[src/core/ahs_pkg.sv]
package ahs_pkg;
   // Clock and time base
   localparam int unsigned CLK_HZ = 25_000_000;
   localparam int unsigned MS_PER_S = 1000;
   localparam int unsigned MS_CYCLES = CLK_HZ / MS_PER_S;
   localparam int unsigned VCAM_DEF_MS = 5000;
   localparam logic [15:0] VCAM_DEF = 16'(VCAM_DEF_MS);

   // Register byte offsets
   localparam logic [7:0] A_CTRL = 8'h00;
   localparam logic [7:0] A_VHIGH = 8'h04;
   localparam logic [7:0] A_VMID = 8'h08;
   localparam logic [7:0] A_VLOW = 8'h0C;
   localparam logic [7:0] A_ZOFS = 8'h10;
   localparam logic [7:0] A_VCAM = 8'h14;
   localparam logic [7:0] A_STAT = 8'h18;
   localparam logic [7:0] A_POS = 8'h1C;

   // Control field positions
   localparam int C_GO = 0;
   localparam int C_POL = 1;
   localparam int C_ZS = 2;
   localparam int C_CAMF = 3;
   localparam int C_MT = 4;
   localparam int C_TY = 8;
   localparam int TY_W = 4;

   localparam logic [3:0] TY_ZERO = 4'h0;
   localparam logic [3:0] TY_MAX = 4'h8;
   localparam logic [30:0] SPEED_RST = 31'h0;
   localparam logic [31:0] WORD_ZERO = 32'h0;

   typedef enum logic [2:0] {
      S_IDLE = 3'b000,
      S_SEEK = 3'b001,
      S_EXIT = 3'b010,
      S_INDEX = 3'b011
   } ahs_state_t;
endpackage : ahs_pkg

[src/core/ahs_sync.sv]
`timescale 1ns/1ps
module ahs_sync #(
   parameter int W = 1
) (
   input wire logic clk_i, // System clock
   input wire logic rst_i, // Sync reset
   input wire logic [W-1:0] d_i, // Asynchronous inputs
   output logic [W-1:0] q_o // Synchronised inputs
);
   logic [W-1:0] meta_ff;

   always_ff @(posedge clk_i) begin
      if (rst_i) begin
         meta_ff <= '0;
         q_o <= '0;
      end else begin
         meta_ff <= d_i;
         q_o <= meta_ff;
      end
   end
endmodule : ahs_sync

[src/core/ahs_vcam.sv]
`timescale 1ns/1ps
module ahs_vcam (
   input wire logic clk_i, // System clock
   input wire logic rst_i, // Sync reset
   input wire logic start_i, // Homing start pulse
   input wire logic stop_i, // Run ended
   input wire logic ms_tick_i, // One-cycle millisecond enable
   input wire logic [15:0] time_ms_i, // Simulated cam time, 0 = default
   output logic cam_o // Virtual cam level
);
   import ahs_pkg::*;
   logic run_ff;
   logic [16:0] cnt_ff;
   logic [16:0] t_one;

   assign t_one = {1'b0, (time_ms_i == 16'h0000) ? VCAM_DEF : time_ms_i};

   always_ff @(posedge clk_i) begin
      if (rst_i) begin
         run_ff <= 1'b0;
         cnt_ff <= 17'h00000;
         cam_o <= 1'b0;
      end else if (start_i) begin
         run_ff <= 1'b1;
         cnt_ff <= 17'h00000;
         cam_o <= 1'b0;
      end else if (stop_i) begin
         run_ff <= 1'b0;
         cam_o <= 1'b0;
      end else if (run_ff && ms_tick_i) begin
         cnt_ff <= cnt_ff + 17'h00001;
         // Rises after one period, falls after a second one
         if (cnt_ff + 17'h00001 == t_one) begin
            cam_o <= 1'b1;
         end
         if (cnt_ff + 17'h00001 == {t_one[15:0], 1'b0}) begin
            cam_o <= 1'b0;
            run_ff <= 1'b0;
         end
      end
   end
endmodule : ahs_vcam

[src/core/ahs_homing.sv]
`timescale 1ns/1ps
module ahs_homing #(
   parameter int unsigned MS_DIV = ahs_pkg::MS_CYCLES
) (
   input wire logic clk_i, // 25 MHz clock
   input wire logic rst_i, // Sync reset, active high
   input wire logic wb_cyc_i, // Wishbone cycle
   input wire logic wb_stb_i, // Wishbone strobe
   input wire logic wb_we_i, // Wishbone write
   input wire logic [7:0] wb_adr_i, // Byte address
   input wire logic [3:0] wb_sel_i, // Byte enables
   input wire logic [31:0] wb_dat_i, // Write data
   output logic [31:0] wb_dat_o, // Read data
   output logic wb_ack_o, // Acknowledge
   input wire logic go_i, // Go pin, rising edge starts homing
   input wire logic cam_input_pin_i, // Reference cam pin
   input wire logic lim_pos_i, // Positive hardware limit
   input wire logic lim_neg_i, // Negative hardware limit
   input wire logic index_pulse_i, // Encoder index pulse
   input wire logic enc_inc_i, // Encoder count up
   input wire logic enc_dec_i, // Encoder count down
   input wire logic [31:0] mt_pos_i, // Multi-turn encoder position
   output logic move_en_o, // Axis motion request
   output logic move_cw_o, // 1 = positive = clockwise
   output logic [30:0] speed_o, // Commanded reference speed
   output logic homing_done_o, // Homing complete
   output logic ref_defined_o, // Reference point defined
   output logic sw_limit_mon_o // Software limit monitoring enabled
);
   import ahs_pkg::*;

   ////////////////////////////////////////////////////////////////////////////
   // Inputs and time base
   logic [6:0] pin_s;
   logic go_s, cam_s, lp_s, ln_s, idx_s, inc_s, dec_s;
   logic go_q, idx_q;
   logic [14:0] ms_cnt_ff;
   logic ms_tick_ff;

   ahs_sync #(.W(7)) u_sync (
      .clk_i(clk_i),
      .rst_i(rst_i),
      .d_i({go_i, cam_input_pin_i, lim_pos_i, lim_neg_i, index_pulse_i, enc_inc_i, enc_dec_i}),
      .q_o(pin_s)
   );
   assign {go_s, cam_s, lp_s, ln_s, idx_s, inc_s, dec_s} = pin_s;

   always_ff @(posedge clk_i) begin
      if (rst_i) begin
         go_q <= 1'b0;
         idx_q <= 1'b0;
      end else begin
         go_q <= go_s;
         idx_q <= idx_s;
      end
   end

   always_ff @(posedge clk_i) begin
      if (rst_i || ms_cnt_ff == 15'(MS_DIV - 1)) begin
         ms_cnt_ff <= 15'h0000;
      end else begin
         ms_cnt_ff <= ms_cnt_ff + 15'h0001;
      end
   end
   always_ff @(posedge clk_i) begin
      if (rst_i) begin
         ms_tick_ff <= 1'b0;
      end else begin
         ms_tick_ff <= (ms_cnt_ff == 15'(MS_DIV - 1));
      end
   end

   ////////////////////////////////////////////////////////////////////////////
   // Register file
   logic ack_ff;
   logic [31:0] rdat_ff;
   logic pol_ff, zs_ff, camf_ff, mt_ff;
   logic [3:0] ty_ff;
   logic [30:0] v_high_ff, v_mid_ff, v_low_ff;
   logic [31:0] zofs_ff, pos_ff;
   logic [15:0] vcam_t_ff;
   logic wr, sw_go, sw_go_ff;
   logic [31:0] ctrl_rd, stat_rd, rd_mux, ctrl_wr;
   ahs_state_t state_ff;
   logic dir_ff, move_ff;

   function automatic logic [31:0] be_merge(input logic [31:0] old, input logic [31:0] nw,
                                            input logic [3:0] sel);
      logic [31:0] r;
      r = old;
      for (int b = 0; b < 4; b++) begin
         if (sel[b]) begin
            r[8*b +: 8] = nw[8*b +: 8];
         end
      end
      return r;
   endfunction : be_merge

   // Write lands on the edge where the master sees ack
   assign wr = wb_cyc_i && wb_stb_i && wb_we_i && ack_ff;
   assign sw_go = wr && wb_adr_i == A_CTRL && wb_sel_i[0] && wb_dat_i[C_GO];
   assign ctrl_rd = {20'h00000, ty_ff, 3'h0, mt_ff, camf_ff, zs_ff, pol_ff, 1'b0};
   assign ctrl_wr = be_merge(ctrl_rd, wb_dat_i, wb_sel_i);
   assign stat_rd = {24'h000000, state_ff, dir_ff, move_ff, sw_limit_mon_o, ref_defined_o, homing_done_o};

   always_comb begin
      case (wb_adr_i)
         A_CTRL: rd_mux = ctrl_rd;
         A_VHIGH: rd_mux = {1'b0, v_high_ff};
         A_VMID: rd_mux = {1'b0, v_mid_ff};
         A_VLOW: rd_mux = {1'b0, v_low_ff};
         A_ZOFS: rd_mux = zofs_ff;
         A_VCAM: rd_mux = {16'h0000, vcam_t_ff};
         A_STAT: rd_mux = stat_rd;
         A_POS: rd_mux = pos_ff;
         default: rd_mux = WORD_ZERO;
      endcase
   end

   always_ff @(posedge clk_i) begin
      if (rst_i) begin
         ack_ff <= 1'b0;
         rdat_ff <= WORD_ZERO;
         sw_go_ff <= 1'b0;
      end else begin
         ack_ff <= wb_cyc_i && wb_stb_i && !ack_ff;
         rdat_ff <= rd_mux;
         sw_go_ff <= sw_go; // Go acts a cycle late, so the type written with it is used
      end
   end
   assign wb_ack_o = ack_ff;
   assign wb_dat_o = rdat_ff;

   always_ff @(posedge clk_i) begin
      if (rst_i) begin
         {ty_ff, mt_ff, camf_ff, zs_ff, pol_ff} <= 8'h00;
         v_high_ff <= SPEED_RST;
         v_mid_ff <= SPEED_RST;
         v_low_ff <= SPEED_RST;
         zofs_ff <= WORD_ZERO;
         vcam_t_ff <= 16'h0000;
      end else if (wr) begin
         case (wb_adr_i)
            A_CTRL: begin
               {pol_ff, zs_ff, camf_ff, mt_ff} <= {ctrl_wr[C_POL], ctrl_wr[C_ZS], ctrl_wr[C_CAMF], ctrl_wr[C_MT]};
               ty_ff <= ctrl_wr[C_TY +: TY_W];
            end
            A_VHIGH: v_high_ff <= 31'(be_merge({1'b0, v_high_ff}, wb_dat_i, wb_sel_i));
            A_VMID: v_mid_ff <= 31'(be_merge({1'b0, v_mid_ff}, wb_dat_i, wb_sel_i));
            A_VLOW: v_low_ff <= 31'(be_merge({1'b0, v_low_ff}, wb_dat_i, wb_sel_i));
            A_ZOFS: zofs_ff <= be_merge(zofs_ff, wb_dat_i, wb_sel_i);
            A_VCAM: vcam_t_ff <= 16'(be_merge({16'h0000, vcam_t_ff}, wb_dat_i, wb_sel_i));
            default: ;
         endcase
      end
   end

   ////////////////////////////////////////////////////////////////////////////
   // Homing sequencer
   logic start, cam_act, vcam, lim_hit, idx_rise, fin, ty0, exit_ty;
   logic seek_pos, exit_pos;
   ahs_state_t nxt_state;
   logic nxt_dir;

   assign start = (sw_go_ff || (go_s && !go_q)) && state_ff == S_IDLE && ty_ff <= TY_MAX;
   assign ty0 = start && ty_ff == TY_ZERO;
   assign idx_rise = idx_s && !idx_q;
   // Reach types 3..6 search the cam, then the index if zero search is set; exit types leave the cam first
   assign exit_ty = ty_ff == 4'h1 || ty_ff == 4'h2 || ty_ff == 4'h7 || ty_ff == 4'h8;
   assign seek_pos = !(ty_ff == 4'h4 || ty_ff == 4'h5 || ty_ff == 4'h7);
   assign exit_pos = !(ty_ff == 4'h8);
   // Cam level: open contact active high, closed contact active low
   assign cam_act = camf_ff ? (pol_ff ? cam_s : !cam_s) : vcam;
   assign lim_hit = (dir_ff && lp_s) || (!dir_ff && ln_s);

   ahs_vcam u_vcam (
      .clk_i(clk_i),
      .rst_i(rst_i),
      .start_i(start && !ty0 && !camf_ff),
      .stop_i(fin),
      .ms_tick_i(ms_tick_ff),
      .time_ms_i(vcam_t_ff),
      .cam_o(vcam)
   );

   always_comb begin
      nxt_state = state_ff;
      nxt_dir = dir_ff;
      fin = 1'b0;
      // Limits only flip direction; the run carries on
      if (state_ff != S_IDLE && lim_hit) begin
         nxt_dir = !dir_ff;
      end
      case (state_ff)
         S_IDLE: begin
            if (start && !ty0) begin
               nxt_state = S_SEEK;
               nxt_dir = seek_pos;
            end
         end
         S_SEEK: begin
            if (cam_act) begin
               if (exit_ty) begin
                  nxt_state = S_EXIT;
                  nxt_dir = exit_pos;
               end else if (zs_ff) begin
                  nxt_state = S_INDEX;
               end else begin
                  fin = 1'b1;
               end
            end
         end
         S_EXIT: begin
            if (!cam_act) begin
               if (zs_ff) begin
                  nxt_state = S_INDEX;
               end else begin
                  fin = 1'b1;
               end
            end
         end
         S_INDEX: begin
            if (idx_rise) begin
               fin = 1'b1;
            end
         end
         default: nxt_state = S_IDLE;
      endcase
      if (fin) begin
         nxt_state = S_IDLE;
      end
   end

   always_ff @(posedge clk_i) begin
      if (rst_i) begin
         state_ff <= S_IDLE;
         dir_ff <= 1'b1;
      end else begin
         state_ff <= nxt_state;
         dir_ff <= nxt_dir;
      end
   end

   // Motion outputs; speed tracks the phase
   always_ff @(posedge clk_i) begin
      if (rst_i) begin
         move_ff <= 1'b0;
         speed_o <= SPEED_RST;
      end else begin
         move_ff <= nxt_state != S_IDLE;
         case (nxt_state)
            S_SEEK: speed_o <= v_high_ff;
            S_EXIT: speed_o <= v_mid_ff;
            S_INDEX: speed_o <= v_low_ff;
            default: speed_o <= SPEED_RST;
         endcase
      end
   end
   assign move_en_o = move_ff;
   assign move_cw_o = dir_ff;

   // Status flags
   always_ff @(posedge clk_i) begin
      if (rst_i) begin
         homing_done_o <= 1'b0;
         ref_defined_o <= 1'b0;
         sw_limit_mon_o <= 1'b1;
      end else begin
         if (fin || ty0) begin
            homing_done_o <= 1'b1;
            ref_defined_o <= 1'b1;
         end else if (start) begin
            homing_done_o <= 1'b0;
            ref_defined_o <= 1'b0;
         end
         sw_limit_mon_o <= nxt_state == S_IDLE;
      end
   end

   // Actual position; encoder counts between loads
   always_ff @(posedge clk_i) begin
      if (rst_i) begin
         pos_ff <= WORD_ZERO;
      end else if (ty0) begin
         pos_ff <= mt_ff ? mt_pos_i + zofs_ff : zofs_ff;
      end else if (fin) begin
         pos_ff <= zofs_ff;
      end else if (inc_s && !dec_s) begin
         pos_ff <= pos_ff + 32'h00000001;
      end else if (dec_s && !inc_s) begin
         pos_ff <= pos_ff - 32'h00000001;
      end
   end

   ////////////////////////////////////////////////////////////////////////////
   // Checks
   property p_swlim;
      @(posedge clk_i) disable iff (rst_i) (state_ff != S_IDLE) |-> !sw_limit_mon_o;
   endproperty
   a_swlim: assert property (p_swlim) else $error("soft limit watched while homing");

   property p_clear;
      @(posedge clk_i) disable iff (rst_i) (start && ty_ff != TY_ZERO) |=> !homing_done_o && !ref_defined_o
         ##0 (!homing_done_o throughout (state_ff != S_IDLE)[*1]);
   endproperty
   a_clear: assert property (p_clear) else $error("flags not cleared at start");

   property p_ty0;
      @(posedge clk_i) disable iff (rst_i) ty0 |=> ref_defined_o && homing_done_o && !move_en_o
         && pos_ff == (mt_ff ? $past(mt_pos_i) + zofs_ff : zofs_ff);
   endproperty
   a_ty0: assert property (p_ty0) else $error("type zero result wrong");

   property p_index;
      @(posedge clk_i) disable iff (rst_i) (state_ff == S_INDEX && idx_rise) |=> homing_done_o ##1 !move_en_o;
   endproperty
   a_index: assert property (p_index) else $error("done not set at index");

   property p_pos;
      @(posedge clk_i) disable iff (rst_i) (fin && !ty0) |=> pos_ff == $past(zofs_ff) && state_ff == S_IDLE;
   endproperty
   a_pos: assert property (p_pos) else $error("offset not loaded");

   property p_rev;
      @(posedge clk_i) disable iff (rst_i) (state_ff == S_SEEK && !cam_act && (dir_ff ? lp_s : ln_s))
         |=> dir_ff != $past(dir_ff);
   endproperty
   a_rev: assert property (p_rev) else $error("no reversal at limit");

   property p_speed;
      @(posedge clk_i) disable iff (rst_i) $rose(state_ff == S_INDEX) |-> speed_o == v_low_ff && move_en_o;
   endproperty
   a_speed: assert property (p_speed) else $error("index search not at low speed");

   property p_nozs;
      @(posedge clk_i) disable iff (rst_i) (state_ff == S_EXIT && !cam_act && !zs_ff) |=> homing_done_o
         && state_ff == S_IDLE;
   endproperty
   a_nozs: assert property (p_nozs) else $error("cam-only homing did not finish");
endmodule : ahs_homing

[config.mk]
export PLATFORM = sky130hd
export DESIGN_NAME = ahs_homing
export DESIGN_NICKNAME = d
export VERILOG_FILES = /design/src/core/ahs_pkg.sv /design/src/core/ahs_sync.sv /design/src/core/ahs_vcam.sv /design/src/core/ahs_homing.sv
export SDC_FILE = /design/constraint.sdc
export NUM_CORES = 1
export LEC_CHECK = 0
export ABC_AREA = 1
export BUFFER_PORTS_ARGS = -buffer_cell sky130_fd_sc_hd__buf_2
export CAP_MARGIN = 20
export CORE_MARGIN = 8
export CORE_UTILIZATION = 45
export CTS_CLUSTER_SIZE = 10
export DETAILED_ROUTE_END_ITERATION = 16
export GPL_TIMING_DRIVEN = 0
export PLACE_DENSITY = 0.74
export SYNTH_ARGS = -nofsm -noshare
export SYNTH_HDL_FRONTEND = slang
export SYNTH_SLANG_ARGS = --single-unit
[constraint.sdc]
create_clock -name clk_i -period 6.8 [get_ports clk_i]
set_input_delay 0.68 -clock clk_i [delete_from_list [all_inputs] [get_ports clk_i]]
set_output_delay 0.68 -clock clk_i [all_outputs]
set_load 0.005 [all_outputs]
# After elaboration in Yosys (flattened, before gate mapping)
# Cells that the tools add are included.
# op_classes
muxes,36
bitwise_logic,1
magnitude_cmp,1
add_sub_neg,5
n_eq_ne,22
reduce_logical,77
# op_table
op,n
32-bit one-hot mux with 8 select lines,1
32-bit two-way mux,5
31-bit one-hot mux with 3 select lines,1
3-bit AND reduction,20
"32-bit by 1-bit adder with 32-bit output, second input constant",1
32-bit adder,1
"8-bit by 5-bit == test with 1-bit output, second input constant",4
"32-bit by 1-bit subtractor with 32-bit output, second input constant",1
1-bit logical AND,20
1-bit two-way mux,19
3-bit two-way mux,6
"17-bit by 1-bit adder with 17-bit output, second input constant",1
17-bit by 16-bit == test with 1-bit output,1
17-bit == test,1
"8-bit by 4-bit == test with 1-bit output, second input constant",2
16-bit zero test,1
16-bit two-way mux,1
"15-bit by 1-bit adder with 15-bit output, second input constant",1
"15-bit == test, second input constant",1
"3-bit by 2-bit == test with 1-bit output, second input constant",4
"4-bit by 3-bit == test with 1-bit output, second input constant",3
3-bit one-hot mux with 4 select lines,1
3-bit nonzero test,4
1-bit zero test,11
18 further kinds,31
# word_totals
register_bits,304
wordCells,184
out_inout_bits,69
in_bits,88

# Logic depth before layout (Yosys ltp)
# depth
word_depth,13
mapped_depth,18
mapped_depth_nobuf,18

# Cells and area by module
# A second synthesis with hierarchy kept.
# unflattened
hier_cells,3135
hier_area_um2,19123.3
# modules_own_cells
module,area_each_um2,instances,cells_each,seq_area_each_um2
ahs_homing,16811.1,1,2741,5425.2
ahs_vcam,1915.6,1,351,380.4
ahs_sync,396.6,1,43,280.3

# Least setup slack after synthesis
# Ideal clock, no wire load.
# synth_timing
path_kind,register -> register
start,register u_sync.q_o[0]
end,register pos_ff[29]
synth_period_minus_slack_ps,2610
path_buffers,0
t_arrival_ps,2501
stages_incl_launch_ff,19
t_required_ps,6691
setup_slack_ps,4190
setup_time_ps,109
path_cell_list,dfxtp_1 > inv_1 > ha_1 > inv_1 > ha_1 > a21oi_1 > o21ai_0 > nand2_1 > nand2_1 > nand2_1 > nand2_1 > nand2_1 > nand2_1 > nand2_1 > nand3_1 > nand2_1 > nand3_1 > nand2_1 > inv_1
# synth_via
elab_chain_cells,5
word_cells_on_any_way,7
cone_classes,3 x mux; 4 x reduce/logical
# synth_lines
item,line,rtl
"start, declared",ahs_sync.sv:8,output logic [W-1:0] q_o
"start signal, assigned",ahs_sync.sv:18,q_o <= meta_ff;
1-bit zero test,ahs_homing.sv:288,end else if (inc_s && !dec_s) begin
1-bit logical AND,ahs_homing.sv:288,
32-bit two-way mux,ahs_homing.sv:288,
32-bit two-way mux,ahs_homing.sv:286,end else if (fin) begin
32-bit two-way mux,ahs_homing.sv:284,end else if (ty0) begin
"end signal, assigned",ahs_homing.sv:285,pos_ff <= mt_ff ? mt_pos_i + zofs_ff : zofs_ff;
"end signal, assigned",ahs_homing.sv:287,pos_ff <= zofs_ff;
"end signal, assigned",ahs_homing.sv:289,pos_ff <= pos_ff + 32'h00000001;
"end, declared",ahs_homing.sv:80,"logic [31:0] zofs_ff, pos_ff;"
# Several ways; a longest one is shown, not always the timed one.
# A chain may end at the register's enable or synchronous reset.

# Final worst setup path
# layout_timing
start,register zofs_ff[0]
end,register pos_ff[16]
# layout_via
elab_chain_cells,3
# layout_lines
item,line,rtl
"start, declared",ahs_homing.sv:80,
"start signal, assigned",ahs_homing.sv:151,"A_ZOFS: zofs_ff <= be_merge(zofs_ff, wb_dat_i, wb_sel_i);"
32-bit adder,ahs_homing.sv:285,
32-bit two-way mux,ahs_homing.sv:285,
32-bit two-way mux,ahs_homing.sv:284,
# No other way between the ends.

==> results.ini <==
[timing]
fmax_mhz = 306
fin_worst_skew_ps = 23.2
setup_slack_ps = 3530
rsz0062_at_grt = no
tns_ps = 0
slew-limit-headroom_pct = 36.1
finalCriticalPeriod_ps = 3270
finalCritPeriodShare_pct = 48.1
setup_viol = 0
drv_slew = 0
worst_slew_pin_slew_ps = 959
finalHoldViolCount = 0

[grt]
grt_antenna_before_repair = 1
top_usage_layer = met2
grt_pass1_vias = 18831
use_met3_pct = 5.23
grt_use_met2_pct = 43.8
grtUsageTotal_pct = 28.2
grt_first_pass_wirelength_microns = 106000
gr-usage-met1_pct = 37.8
grt_max_degree = 32
grt_remaining_overflow = 0

[worst_setup_path]
critPathRequiredTime_ps = 7210
arrival_ps = 3680
worstSetupPathType = flop to flop
reg2reg_slack_ps = 3530
rr_worst_depth = 13
worstPathMaxFanout = 6
cp-start-kind = flop
end_kind = flop

[yosys]
synth_seq_cells = 304
synth_area_per_cell_sq_um = 6.20
syn_inst = 2947
ys_types = 50
synth_seq_area_share_pct = 33.3
synth_edf_count = 0
syn_area_sq_um = 18300
yosysWarningCount = 0
postSynth.asyncResetShare_pct = 0
syn_nets = 3101
ys.flop_type = dfxtp_1

[placement]
gp_congestion = 1.03
preCtsSetupSlack_ps = 3350
portBuffers = 155
hpwl_microns = 55000

[die]
core_sq_um = 40500
pin_count = 157
num_rows = 74
initial_utilization_pct = 45.2
die_area_sq_um = 47300
die_w_microns = 218
die_h_microns = 218

[layout]
drive_gt1_share_pct = 7.99
multi_input_area_sq_um = 10300
syn2layout_area_growth_pct = 13.3
seq_area_sq_um = 6090
final_nets = 3295
nFillCells = 4208

[detailed_routing]
dr.pass1.iters = 6
wire_per_inst_microns = 18.9
post_drt_via_cell_ratio = 5.56
first_iter_violations = 2622
drc = 0
wirelength_microns = 69400
num_vias = 20449
ant_nets = 0

[clocking]
cts_resized = 0
cts_hold_buf = 0
h-tree-depth = 2
post_cts_buffers = 0
cts_tree = yes
cts_sinks = 304
clk_path_buf_depth = 3
cts-root-buf = clkbuf_16
clkTransAtPathRegs_ps = 60
numCtsBuffers = 36
clock_latency_ps = 530

[min_path]
hold_class = input pin to flop
whs_path_depth = 3

[pwr]
power.internal_mw = 3.05
pwr-share-seq_pct = 42.3
ir_drop_mv = 0.211
pwr-share-clk_pct = 38.3
p_leak_nw = 10.0
powerDensity_nw_per_um2 = 212
p_comb_share_pct = 19.5
swShare_pct = 30.4
switchingPower_mw = 1.33

[run_status]
status = finished clean

[job]
maxCapViolCount = 0

==> layout make-up <==
type / count / share of cell area, %
inverters: 409 / 7.42
clock buffers: 37 / 4.47
flip-flops and latches: 304 / 29.4
plain buffers: 96 / 1.96
repair buffers: 156 / 3.88
multi-input cells: 2138 / 49.5
clock inverters: 3 / 0.127
well taps: 532 / 3.22
diodes: 1 / 0.0121
==> sequential cells by signal, summed over array words and instances (netlist names), 17 cells and up <==
register and count:
pos_ff 32, wb_dat_o 32, zofs_ff 32, speed_o 31, v_high_ff 31, v_low_ff 31, v_mid_ff 31, u_vcam.cnt_ff 17
==> power groups by stage <==
stage                     logic, mW  clock network (mW)  registers, mW
after floorplan               0.589                   0           1.87
after global placement        0.824                   0           1.89
after detailed placement      0.824                   0           1.89
after CTS                     0.830                1.68           1.85
after global routing          0.948                1.75           1.86
final                         0.854                1.68           1.86
==> stage by stage <==
step                      hold slack (ps)  instance area (sq um)  total power, mW  util [%]  std cells
final                                 360                  20700             4.39      51.2       3676
after global routing                  366                  20700             4.55      51.2       3676
after global placement                391                  19700             2.72      48.7       3634
after CTS                             353                  20700             4.36      51.1       3674
after detailed placement              396                  19700             2.71      48.7       3634
after floorplan                       388                  18300             2.46         -       2947
==> cell usage after synthesis, types with 2 or more instances <==
library cell    n  area (sq um)
a21o_1          2          15.0
a21oi_1       229          1150
a221oi_1        7          61.3
a31oi_1        13          81.3
a41oi_1         7          61.3
buf_1           5          18.8
buf_2          20           100
buf_4           5          37.5
clkbuf_1       65           244
dfxtp_1       304          6090
fa_1            2          40.0
ha_1           64           801
inv_1         398          1490
inv_2          10          37.5
nand2_1       690          2590
nand2_2         2          12.5
nand3_1       252          1260
nand3_2         3          30.0
nand3b_1        2          15.0
nand4_1        25           156
nor2_1        398          1490
nor2_2          8          50.1
nor2_4          2          22.5
nor3_1         32           160
nor3b_1         4          30.0
nor4_1          5          31.3
o2111ai_1       3          26.3
o211ai_1        3          22.5
o21a_1          4          30.0
o21ai_0       280          1400
o21ai_1        32           160
o21bai_1        8          60.1
o22ai_1        10          62.6
or2_2           2          12.5
xnor2_1         5          43.8
xor2_1         32           280
==> logic make-up (layout without fill, tap and decap cells) <==
kind of cell	Yosys count	count (layout)	share of synthesized area, %
and+or+nand+nor	1428	1428	32.2
AOI/OAI and AO/OA	605	605	17.5
buffers and inverters	505	701	10.6
DFF	304	304	33.3
adders and majority gates	66	66	4.60
xor gates and xnor gates	37	37	1.77
other	1	2	0.0205
muxes	1	1	0.0548
==> path summary, 6_finish.rpt <==
check / from / endpoint
worst min register to register: u_sync.meta_ff[5] / u_sync.q_o[5]
worst max-delay path: zofs_ff[0] / pos_ff[16]
worst min-delay path: enc_inc_i / u_sync.meta_ff[1]
worst max register to register: zofs_ff[0] / pos_ff[16]
==> worst max-delay path, cell delays in order (launching register included) <==
cell	delay, ps
dfxtp_1	440
ha_1	300
inv_1	100
fa_1	430
o21ai_0	640
nand2_1	110
nand3_1	180
nand2_1	120
nand3_1	90
nand2_1	40
o21ai_0	380
nand3_1	170
nand2_1	100
inv_1	40
==> layer usage <==
layer / part of all wire [%] / vias up
li1: - / 9920
met1: 41 / 9172
met2: 43 / 1162
met3: 11 / 195
met4: 4.3 / 0
met5: 0 / -
==> cell usage in the layout (no fill, tap or decap), types with 3 or more instances in the layout <==
| cell | n |
|---|---|
| nand3_1 | 252 |
| o21a_1 | 4 |
| a221oi_1 | 7 |
| o21bai_1 | 8 |
| nor4_1 | 5 |
| buf_1 | 5 |
| nor3b_1 | 4 |
| ha_1 | 64 |
| inv_1 | 398 |
| inv_2 | 10 |
| clkbuf_16 | 37 |
| nor3_1 | 32 |
| a21oi_1 | 229 |
| nand2_1 | 690 |
| a31oi_1 | 13 |
| nand3_2 | 3 |
| dfxtp_1 | 304 |
| buf_4 | 5 |
| o21ai_0 | 280 |
| buf_2 | 175 |
| nor2_1 | 398 |
| xor2_1 | 32 |
| o211ai_1 | 3 |
| o22ai_1 | 10 |
| xnor2_1 | 5 |
| o2111ai_1 | 3 |
| nor2_2 | 8 |
| o21ai_1 | 32 |
| a41oi_1 | 7 |
| clkbuf_1 | 65 |
| nand4_1 | 25 |
(Power assumes the default switching activity.)
